`src/astrc_pkg.sv`:
```
package astrc_pkg;

   // ==========================================================
   // register map, byte addresses
   localparam logic [7:0] ADDR_CTRL = 8'h00;
   localparam logic [7:0] ADDR_STAT = 8'h04;
   localparam logic [7:0] ADDR_DATA = 8'h08;
   localparam logic [7:0] ADDR_BAUD = 8'h0C;

   // ==========================================================
   // uart_control_one field positions
   localparam int CTRL_WIDTH  = 11;
   localparam int C_WORD_LEN  = 0;
   localparam int C_PAR_ODD   = 1;
   localparam int C_PAR_EN    = 2;
   localparam int C_STOP_TWO  = 3;
   localparam int C_TX_NINTH  = 4;
   localparam int C_TX_EN     = 5;
   localparam int C_RX_EN     = 6;
   localparam int C_BREAK     = 7;
   localparam int C_TX_IE     = 8;
   localparam int C_RX_IE     = 9;
   localparam int C_BAUD_HS   = 10;

   // ==========================================================
   // uart_status_reg field positions
   localparam int S_TX_EMPTY  = 0;
   localparam int S_TX_IDLE   = 1;
   localparam int S_RX_AVAIL  = 2;
   localparam int S_OVERRUN   = 3;
   localparam int S_FRAMING   = 4;
   localparam int S_PARITY    = 5;
   localparam int S_NOISE     = 6;
   localparam int S_RX_IDLE   = 7;
   localparam int S_RX_NINTH  = 8;

   // ==========================================================
   // reset values
   localparam logic [CTRL_WIDTH-1:0] CTRL_RESET = 11'h000;
   localparam logic [7:0]            BAUD_RESET = 8'h00;

   // ==========================================================
   // timing counts
   localparam logic [1:0] PRE_LAST   = 2'h3;
   localparam logic [3:0] OS_SAMPLE0 = 4'h7;
   localparam logic [3:0] OS_SAMPLE1 = 4'h8;
   localparam logic [3:0] OS_VOTE    = 4'h9;
   localparam logic [3:0] OS_LAST    = 4'hF;
   localparam logic [3:0] BREAK_LAST = 4'hC;
   localparam logic [3:0] BITS_EIGHT = 4'h8;
   localparam logic [3:0] BITS_NINE  = 4'h9;

   // ==========================================================
   // state encodings
   typedef enum logic [4:0] {
      TX_IDLE  = 5'h01,
      TX_START = 5'h02,
      TX_DATA  = 5'h04,
      TX_PAR   = 5'h08,
      TX_STOP  = 5'h10
   } astrc_tx_state_t;

   typedef enum logic [5:0] {
      RX_IDLE  = 6'h01,
      RX_START = 6'h02,
      RX_DATA  = 6'h04,
      RX_PAR   = 6'h08,
      RX_STOP  = 6'h10,
      RX_WAIT  = 6'h20
   } astrc_rx_state_t;

endpackage

```
`src/astrc_core.sv`:
```
// Register access over APB and the placing of the registers were chosen for this implementation.
`timescale 1ns/1ps
module astrc_core
   import astrc_pkg::*;
(
   input  wire logic        pclk,
   input  wire logic        presetn,
   input  wire logic        psel,
   input  wire logic        penable,
   input  wire logic        pwrite,
   input  wire logic [7:0]  paddr,
   input  wire logic [31:0] pwdata,
   output logic      [31:0] prdata,
   output logic             pready,
   output logic             pslverr,
   input  wire logic        rx_in,
   output logic             tx_out,
   output logic             irq
);

   // ==========================================================
   // state
   typedef struct packed {
      logic [CTRL_WIDTH-1:0] ctrl;
      logic [7:0]            baud;
      logic                  armed;
      logic                  pready;
      logic                  pslverr;
      logic [31:0]           prdata;
      logic                  irq;
      logic [7:0]            pre_cnt;
      logic [1:0]            div4;
      astrc_tx_state_t       tx_state;
      logic                  tx_pin;
      logic [8:0]            tx_shift_reg;
      logic [3:0]            tx_os;
      logic [3:0]            tx_bits;
      logic                  tx_par;
      logic                  tx_brk;
      logic [8:0]            tx_buf;
      logic                  tx_buf_full;
      logic                  tx_buffer_empty_flag;
      logic                  tx_idle_flag;
      logic [8:0]            brk_cnt;
      logic                  brk_ok;
      astrc_rx_state_t       rx_state;
      logic [3:0]            rx_os;
      logic [1:0]            rx_samp;
      logic [8:0]            rx_shift_reg;
      logic [3:0]            rx_bits;
      logic                  rx_par;
      logic                  rx_parity_error_flag;
      logic                  rx_noise;
      logic                  rx_prev;
      logic [1:0][11:0]      fifo;
      logic                  rd_ptr;
      logic [1:0]            fifo_cnt;
      logic                  overrun_flag;
      logic                  rx_idle_flag;
   } astrc_state_t;

   astrc_state_t s;
   astrc_state_t next_s;

   logic        setup;
   logic        acc;
   logic        wr;
   logic        rd;
   logic        dw;
   logic        direct;
   logic        os_pre;
   logic        os_tick;
   logic        tx_tick;
   logic        rx_vote;
   logic        vote;
   logic        unan;
   logic        tx_buffer_empty_flag_set;
   logic        tx_idle_flag_set;
   logic        push;
   logic [3:0]  nd;
   logic [8:0]  word;
   logic [11:0] head;
   logic [11:0] entry;

   always_comb
   begin
      next_s = s;

      // =======================================================
      // common timing
      nd   = (s.ctrl[C_WORD_LEN] ? BITS_NINE : BITS_EIGHT) - {3'h0, s.ctrl[C_PAR_EN]};
      head = s.fifo[s.rd_ptr];
      os_pre = (s.pre_cnt == s.baud);
      os_tick = os_pre & (s.ctrl[C_BAUD_HS] | (s.div4 == PRE_LAST));
      next_s.pre_cnt = os_pre ? 8'h00 : s.pre_cnt + 8'h01;
      if (os_pre)
      begin
         next_s.div4 = s.div4 + 2'h1;
      end
      tx_tick = os_tick & (s.tx_os == OS_LAST);

      // =======================================================
      // apb slave: zero wait, answer prepared in setup cycle
      setup = psel & ~penable;
      acc   = psel & penable & s.pready;
      wr    = acc & pwrite;
      rd    = acc & ~pwrite;
      next_s.pready  = setup;
      next_s.pslverr = 1'b0;
      next_s.prdata  = 32'h0000_0000;
      if (setup)
      begin
         if (paddr == ADDR_CTRL)
         begin
            next_s.prdata[CTRL_WIDTH-1:0] = s.ctrl;
         end
         else if (paddr == ADDR_STAT)
         begin
            next_s.prdata[S_TX_EMPTY] = s.tx_buffer_empty_flag;
            next_s.prdata[S_TX_IDLE]  = s.tx_idle_flag;
            next_s.prdata[S_RX_AVAIL] = (s.fifo_cnt != 2'h0);
            next_s.prdata[S_OVERRUN]  = s.overrun_flag;
            next_s.prdata[S_FRAMING]  = head[9];
            next_s.prdata[S_PARITY]   = head[10];
            next_s.prdata[S_NOISE]    = head[11];
            next_s.prdata[S_RX_IDLE]  = s.rx_idle_flag;
            next_s.prdata[S_RX_NINTH] = head[8] & s.ctrl[C_WORD_LEN];
         end
         else if (paddr == ADDR_DATA)
         begin
            next_s.prdata[7:0] = head[7:0];
         end
         else if (paddr == ADDR_BAUD)
         begin
            next_s.prdata[7:0] = s.baud;
         end
         else
         begin
            next_s.pslverr = 1'b1;
         end
      end
      if (wr & (paddr == ADDR_CTRL))
      begin
         next_s.ctrl = pwdata[CTRL_WIDTH-1:0];
      end
      if (wr & (paddr == ADDR_BAUD))
      begin
         next_s.baud = pwdata[7:0];
      end

      // =======================================================
      // break qualification
      if (s.ctrl[C_BREAK] & s.tx_idle_flag & (s.tx_state == TX_IDLE))
      begin
         if (s.brk_cnt > ({1'b0, s.baud} + 9'h001))
         begin
            next_s.brk_ok = 1'b1;
         end
         else
         begin
            next_s.brk_cnt = s.brk_cnt + 9'h001;
         end
      end
      else if (~s.ctrl[C_BREAK])
      begin
         next_s.brk_cnt = 9'h000;
         next_s.brk_ok  = 1'b0;
      end

      // =======================================================
      // transmitter
      tx_buffer_empty_flag_set  = 1'b0;
      tx_idle_flag_set = 1'b0;
      if (os_tick & (s.tx_state != TX_IDLE))
      begin
         next_s.tx_os = s.tx_os + 4'h1;
      end
      case (s.tx_state)
         TX_IDLE:
         begin
            next_s.tx_pin = 1'b1;
            next_s.tx_os  = 4'h0;
            next_s.tx_par = 1'b0;
            if (s.ctrl[C_TX_EN] & s.brk_ok)
            begin
               next_s.tx_state = TX_START;
               next_s.tx_brk   = 1'b1;
               next_s.brk_ok   = 1'b0;
               next_s.brk_cnt  = 9'h000;
            end
            else if (s.ctrl[C_TX_EN] & s.tx_buf_full)
            begin
               next_s.tx_state     = TX_START;
               next_s.tx_shift_reg = s.tx_buf;
               next_s.tx_buf_full  = 1'b0;
               tx_buffer_empty_flag_set            = 1'b1;
            end
         end
         TX_START:
         begin
            next_s.tx_pin = 1'b0;
            if (tx_tick)
            begin
               next_s.tx_state = TX_DATA;
               next_s.tx_bits  = 4'h0;
            end
         end
         TX_DATA:
         begin
            next_s.tx_pin = s.tx_brk ? 1'b0 : s.tx_shift_reg[s.tx_bits];
            if (tx_tick)
            begin
               next_s.tx_par  = s.tx_par ^ s.tx_pin;
               next_s.tx_bits = s.tx_bits + 4'h1;
               if (s.tx_brk)
               begin
                  if (s.tx_bits == BREAK_LAST)
                  begin
                     next_s.tx_bits = 4'h0;
                     if (~s.ctrl[C_BREAK])
                     begin
                        next_s.tx_state = TX_STOP;
                     end
                  end
               end
               else if (s.tx_bits == nd - 4'h1)
               begin
                  next_s.tx_state = s.ctrl[C_PAR_EN] ? TX_PAR : TX_STOP;
                  next_s.tx_bits  = 4'h0;
               end
            end
         end
         TX_PAR:
         begin
            next_s.tx_pin = s.tx_par ^ s.ctrl[C_PAR_ODD];
            if (tx_tick)
            begin
               next_s.tx_state = TX_STOP;
            end
         end
         TX_STOP:
         begin
            next_s.tx_pin = 1'b1;
            if (tx_tick)
            begin
               if (s.ctrl[C_STOP_TWO] & (s.tx_bits == 4'h0))
               begin
                  next_s.tx_bits = 4'h1;
               end
               else
               begin
                  tx_idle_flag_set      = 1'b1;
                  next_s.tx_brk  = 1'b0;
                  next_s.tx_par  = 1'b0;
                  next_s.tx_os   = 4'h0;
                  next_s.tx_bits = 4'h0;
                  if (s.tx_buf_full)
                  begin
                     next_s.tx_state     = TX_START;
                     next_s.tx_shift_reg = s.tx_buf;
                     next_s.tx_buf_full  = 1'b0;
                     tx_buffer_empty_flag_set            = 1'b1;
                  end
                  else
                  begin
                     next_s.tx_state = TX_IDLE;
                  end
               end
            end
         end
         default:
         begin
            next_s.tx_state = TX_IDLE;
         end
      endcase
      if (~s.ctrl[C_TX_EN])
      begin
         next_s.tx_state = TX_IDLE;
         next_s.tx_pin   = 1'b1;
         next_s.tx_brk   = 1'b0;
      end

      // data write; refused while the empty flag is low
      word   = {s.ctrl[C_TX_NINTH] & s.ctrl[C_WORD_LEN], pwdata[7:0]};
      dw     = wr & (paddr == ADDR_DATA) & s.tx_buffer_empty_flag;
      direct = (s.tx_state == TX_IDLE) & ~s.tx_buf_full & s.ctrl[C_TX_EN] & ~s.brk_ok;
      if (dw)
      begin
         if (s.armed)
         begin
            next_s.tx_buffer_empty_flag = 1'b0;
            next_s.tx_idle_flag         = 1'b0;
         end
         if (direct)
         begin
            next_s.tx_state     = TX_START;
            next_s.tx_shift_reg = word;
            next_s.tx_brk       = 1'b0;
            tx_buffer_empty_flag_set            = 1'b1;
         end
         else
         begin
            next_s.tx_buf      = word;
            next_s.tx_buf_full = 1'b1;
         end
      end
      // hardware set wins over the software clear
      next_s.tx_buffer_empty_flag = next_s.tx_buffer_empty_flag | tx_buffer_empty_flag_set;
      next_s.tx_idle_flag         = next_s.tx_idle_flag | tx_idle_flag_set;

      // =======================================================
      // receiver: 16x recovery, vote at mid-bit
      next_s.rx_prev = rx_in;
      rx_vote = os_tick & (s.rx_os == OS_VOTE);
      vote = (s.rx_samp[0] & s.rx_samp[1]) | (s.rx_samp[0] & rx_in) | (s.rx_samp[1] & rx_in);
      unan = (s.rx_samp[0] == s.rx_samp[1]) & (s.rx_samp[1] == rx_in);
      if (os_tick & (s.rx_state != RX_IDLE))
      begin
         next_s.rx_os = s.rx_os + 4'h1;
         if (s.rx_os == OS_SAMPLE0)
         begin
            next_s.rx_samp[0] = rx_in;
         end
         if (s.rx_os == OS_SAMPLE1)
         begin
            next_s.rx_samp[1] = rx_in;
         end
      end
      push  = 1'b0;
      entry = {s.rx_noise | ~unan, s.rx_parity_error_flag, ~vote, s.rx_shift_reg};
      case (s.rx_state)
         RX_IDLE:
         begin
            next_s.rx_os = 4'h0;
            if (s.ctrl[C_RX_EN] & s.rx_prev & ~rx_in)
            begin
               next_s.rx_state     = RX_START;
               next_s.rx_noise     = 1'b0;
               next_s.rx_parity_error_flag      = 1'b0;
               next_s.rx_par       = 1'b0;
               next_s.rx_shift_reg = 9'h000;
            end
         end
         RX_START:
         begin
            if (rx_vote)
            begin
               if (~vote)
               begin
                  next_s.rx_state     = RX_DATA;
                  next_s.rx_bits      = 4'h0;
                  next_s.rx_idle_flag = 1'b0;
                  next_s.rx_noise     = ~unan;
               end
               else
               begin
                  next_s.rx_state = RX_IDLE;
               end
            end
         end
         RX_DATA:
         begin
            if (rx_vote)
            begin
               next_s.rx_shift_reg[s.rx_bits] = vote;
               next_s.rx_par   = s.rx_par ^ vote;
               next_s.rx_noise = s.rx_noise | ~unan;
               next_s.rx_bits  = s.rx_bits + 4'h1;
               if (s.rx_bits == nd - 4'h1)
               begin
                  next_s.rx_state = s.ctrl[C_PAR_EN] ? RX_PAR : RX_STOP;
               end
            end
         end
         RX_PAR:
         begin
            if (rx_vote)
            begin
               next_s.rx_parity_error_flag  = vote ^ s.rx_par ^ s.ctrl[C_PAR_ODD];
               next_s.rx_noise = s.rx_noise | ~unan;
               next_s.rx_state = RX_STOP;
            end
         end
         RX_STOP:
         begin
            if (rx_vote)
            begin
               // only one stop is checked; a second one is just idle line
               push                = 1'b1;
               next_s.rx_idle_flag = 1'b1;
               next_s.rx_state     = vote ? RX_IDLE : RX_WAIT;
            end
         end
         RX_WAIT:
         begin
            if (rx_in)
            begin
               next_s.rx_state = RX_IDLE;
            end
         end
         default:
         begin
            next_s.rx_state = RX_IDLE;
         end
      endcase
      if (~s.ctrl[C_RX_EN])
      begin
         next_s.rx_state     = RX_IDLE;
         next_s.rx_idle_flag = 1'b1;
         push                = 1'b0;
      end

      // =======================================================
      // receive fifo: pop only after a status access
      if (rd & (paddr == ADDR_DATA) & s.armed & (s.fifo_cnt != 2'h0))
      begin
         next_s.rd_ptr       = ~s.rd_ptr;
         next_s.fifo_cnt     = s.fifo_cnt - 2'h1;
         next_s.overrun_flag = 1'b0;
      end
      if (push)
      begin
         if (next_s.fifo_cnt == 2'h2)
         begin
            next_s.overrun_flag = 1'b1;
         end
         else
         begin
            next_s.fifo[next_s.rd_ptr ^ next_s.fifo_cnt[0]] = entry;
            next_s.fifo_cnt = next_s.fifo_cnt + 2'h1;
         end
      end

      // status access arms, any data access disarms
      if (acc & (paddr == ADDR_STAT))
      begin
         next_s.armed = 1'b1;
      end
      else if (acc & (paddr == ADDR_DATA))
      begin
         next_s.armed = 1'b0;
      end

      // break frames never touch the empty flag, so no irq
      next_s.irq = (next_s.ctrl[C_TX_IE] & next_s.tx_buffer_empty_flag)
                 | (next_s.ctrl[C_RX_IE]
                    & ((next_s.fifo_cnt != 2'h0) | next_s.overrun_flag));
   end

   // ==========================================================
   // registers
   always_ff @(posedge pclk or negedge presetn)
   begin
      if (!presetn)
      begin
         s                      <= '0;
         s.ctrl                 <= CTRL_RESET;
         s.baud                 <= BAUD_RESET;
         s.tx_state             <= TX_IDLE;
         s.rx_state             <= RX_IDLE;
         s.tx_pin               <= 1'b1;
         s.tx_buffer_empty_flag <= 1'b1;
         s.tx_idle_flag         <= 1'b1;
         s.rx_idle_flag         <= 1'b1;
         s.rx_prev              <= 1'b1;
      end
      else
      begin
         s <= next_s;
      end
   end

   assign prdata  = s.prdata;
   assign pready  = s.pready;
   assign pslverr = s.pslverr;
   assign tx_out  = s.tx_pin;
   assign irq     = s.irq;

endmodule // astrc_core

```
`config.mk`:
```
export PLATFORM = sky130hd
export DESIGN_NAME = astrc_core
export DESIGN_NICKNAME = d
export VERILOG_FILES = /design/src/astrc_pkg.sv /design/src/astrc_core.sv
export SDC_FILE = /design/constraint.sdc
export NUM_CORES = 1
export LEC_CHECK = 0
export BUFFER_PORTS_ARGS = -buffer_cell sky130_fd_sc_hd__buf_2
export CORE_ASPECT_RATIO = 1.2
export CORE_MARGIN = 2
export CORE_UTILIZATION = 64
export CTS_CLUSTER_DIAMETER = 120
export CTS_CLUSTER_SIZE = 28
export DETAILED_ROUTE_END_ITERATION = 7
export HOLD_SLACK_MARGIN = 0.02
export PLACE_DENSITY = 0.85
export SYNTH_ARGS = -nofsm -noshare
export SYNTH_HDL_FRONTEND = slang
export SYNTH_SLANG_ARGS = --single-unit
```
`constraint.sdc`:
```
create_clock -name pclk -period 5 [get_ports pclk]
set_input_delay 0.25 -clock pclk [delete_from_list [all_inputs] [get_ports pclk]]
set_output_delay 0.25 -clock pclk [all_outputs]
set_load 0.02 [all_outputs]
```
==> results.cfg <==
[global_routing]
grt_pass1_wl_mm = 33.7
grt_use_met2_pct = 52.2
grt.total_usage_pct = 31.3
grt_pass1_vias = 6761
grt_max_degree = 89
antenna_found_initial = 0
grtUsageMet1_pct = 37.9
grtUsageMet3_pct = 6.04
gr-total-overflow = 0
busiest_layer = met2

[route]
drc = 0
viasPerCell = 6.63
drtPass1Iterations = 6
ant_nets = 0
vias = 6786
wl_mm = 20.5
wl_per_cell_um = 20.1
drt-initial-drc-count = 965

[die]
die_h_um = 129
top_level_ports = 82
die_area_sq_mm = 0.0140
rows = 45
start_util_pct = 65.8
die_w_um = 108
coreArea_sq_mm = 0.0127

[final_layout]
area_delta_synth_final_pct = 8.76
nNetsFinal = 921
antennaDiodeCount = 0
fin_area_sq_mm = 0.00910
drive_gt1_share_pct = 17.7
instances_no_fill = 1023
multi_input_area_sq_mm = 0.00421
final_cell_mix = dfrtp_1, nor2_1, nand2_1
final_common_cell = dfrtp_1
ff_latch_area_sq_mm = 0.00374
fillers = 823

[setup_path]
critPathMaxFanout = 12
slowest_stage = or4b_1
worst_path_largest_cell_delay_ps = 640
crit_arrival_ps = 3650
crit_chain = nand3_1 -> or4_4 -> or4b_1 -> xnor2_1 -> ha_1 -> nor3b_1 -> buf_4 -> mux2_2
crit_type = reg2reg
critPathCaptureType = flip-flop
cp-start-kind = flip-flop
required_ps = 5320

[timing]
fmaxAchievable_mhz = 300
setup_slack_ps = 1670
fin_crit_sh_pct = 66.7
worst_slew_margin_rel_pct = 29.7
rsz0062_at_grt = no
finalHoldViolations = 0
setup_viol = 0
tightest_slew_ps = 1050
fin_worst_skew_ps = 8.22
slew_violations = 0
tns_ps = 0
min_period_ps = 3330

[clocking]
cts.sinks = 149
numCtsBuffers = 17
postCtsSetupBuffers = 0
cts_max_path_buffers = 2
htree_levels = 4
clkSlewWorstSetupHoldPaths_ps = 60
root_buffer = clkbuf_16
tritoncts = built
clk_latency_ps = 440

[synth]
yosysWarnings = 0
synth_edf_count = 0
async_flop_share_pct = 100
seq_area_frac_synth_pct = 44.7
avgSynthCellArea_sq_um = 10.1
synth_top_area_cell = dfrtp_1
ys_seq_elements = 149
synth_cells = 830
synth_flop_cell = dfrtp_1
ys_types = 70
synth_top_area_share_pct = 42.5
yosys-top-cells-area = dfrtp_1, mux2_2, ha_1
syn_area_sq_mm = 0.00837

[placed_design]
dp_hpwl_mm = 13.8
dp_slack_ps = 1530
place_inst = 989
globalplace.congestion = 0.913
portBuffers = 39
placedInstanceArea_sq_mm = 0.00851

[pwr]
power.total_mw = 2.75
peakVddDrop_v = 0.000265
powerDensity_mw_per_mm2 = 302
leakagePower_nw = 4.10

[status]
outcome = complete, no violations

[hold_path]
hold_path_class = in2reg

[run]
drv_cap = 0
==> sequential cells by signal, indices dropped and copies added, names as in the netlist <==
name,flops
pready,1
s,124
irq,1
prdata,11
entry,10
tx_out,1
pslverr,1
==> metal layers <==
layer	share of wire [%]	vias up	routed length, um
met3	7.1	108	1460
met1	39	3291	7980
met5	0	-	0
li1	-	2999	-
met4	5.4	0	1100
met2	49	388	10000
==> final cells by class <==
cell class / instances / area share [%]
flip-flops and latches: 149 / 41.1
inverters: 30 / 1.24
repair buffers: 46 / 2.85
well taps: 164 / 2.25
clock inverters: 11 / 1.39
clock buffers: 21 / 4.95
multi-input cells: 602 / 46.3
==> metrics by stage <==
step / utilization, % / hold slack, ps
global route: 71.5 / 61.2
detailed placement: 66.8 / 348
global placement: 66.8 / 334
floorplan: - / -45.6
CTS: 71.5 / 50.7
finish: 71.5 / 56.0
==> report_power, final <==
| part | internal [mW] | leakage [nW] | switching (mW) |
|---|---|---|---|
| clock | 0.747 | 0.270 | 0.506 |
| combinational | 0.0677 | 1.88 | 0.145 |
| sequential | 1.24 | 1.96 | 0.0435 |
| total | 2.06 | 4.10 | 0.694 |
==> synthesized netlist by cell type (4+ instances only) <==
master,number
a211oi_1,15
a21o_1,9
a21oi_1,47
a311oi_1,8
a31oi_1,4
a32o_1,8
and2_1,4
and3_1,13
buf_4,32
clkbuf_1,32
dfrtp_1,142
dfstp_2,7
ha_1,29
inv_1,29
mux2_2,54
mux2i_1,17
nand2_1,60
nand2b_1,6
nand3_1,33
nand3b_1,4
nand4_1,14
nor2_1,66
nor2b_1,6
nor3_1,17
nor4_1,8
nor4b_1,5
nor4bb_1,6
o211ai_1,7
o21ai_0,31
o31ai_1,10
or3_1,6
or4_1,7
xnor2_1,23
xor2_1,16
==> final timing paths <==
check / startpoint / endpoint / slack, ps / depth (start not counted)
setup / recovery: pready$_DFF_PN0_ / s[22]$_DFFE_PN0P_ / 1670 / 8
hold / removal: pwdata[10] / s[169]$_DFFE_PN0P_ / 60 / 2
setup reg to reg: pready$_DFF_PN0_ / s[22]$_DFFE_PN0P_ / 1670 / 8
hold reg to reg: s[94]$_DFF_PN0_ / s[94]$_DFF_PN0_ / 480 / 1
max in group asynchronous: presetn / s[30]$_DFFE_PN0P_ / 3290 / 3
min in group asynchronous: presetn / prdata[9]$_DFF_PN0_ / 430 / 2
==> cells by family after synthesis <==
kind of cell,share of synthesized area [%]
AO/OA/AOI/OAI,13.1
XOR/XNOR,4.08
adder cells (fa/ha/maj),4.34
buffers and inverters,5.92
flip-flops,44.7
multiplexers,10.1
other,0.0448
AND/OR/NAND/NOR,17.7
==> critical path, delay by kind of cell, from the launching register on <==
family / cells / cell delay [ps]
adders and majority gates: 1 / 280
muxes: 1 / 360
DFF: 1 / 340
buffers and inverters: 1 / 270
and+or+nand+nor: 4 / 1740
xor gates and xnor gates: 1 / 240
==> repair_timing <==
| item | in CTS | in global routing |
|---|---|---|
| gates resized for setup | 0 | 0 |
| hold endpoints to repair | 84 | 0 |
| hold buffers | 2 | 0 |
No activity file was read; power rests on OpenSTA's default activity.
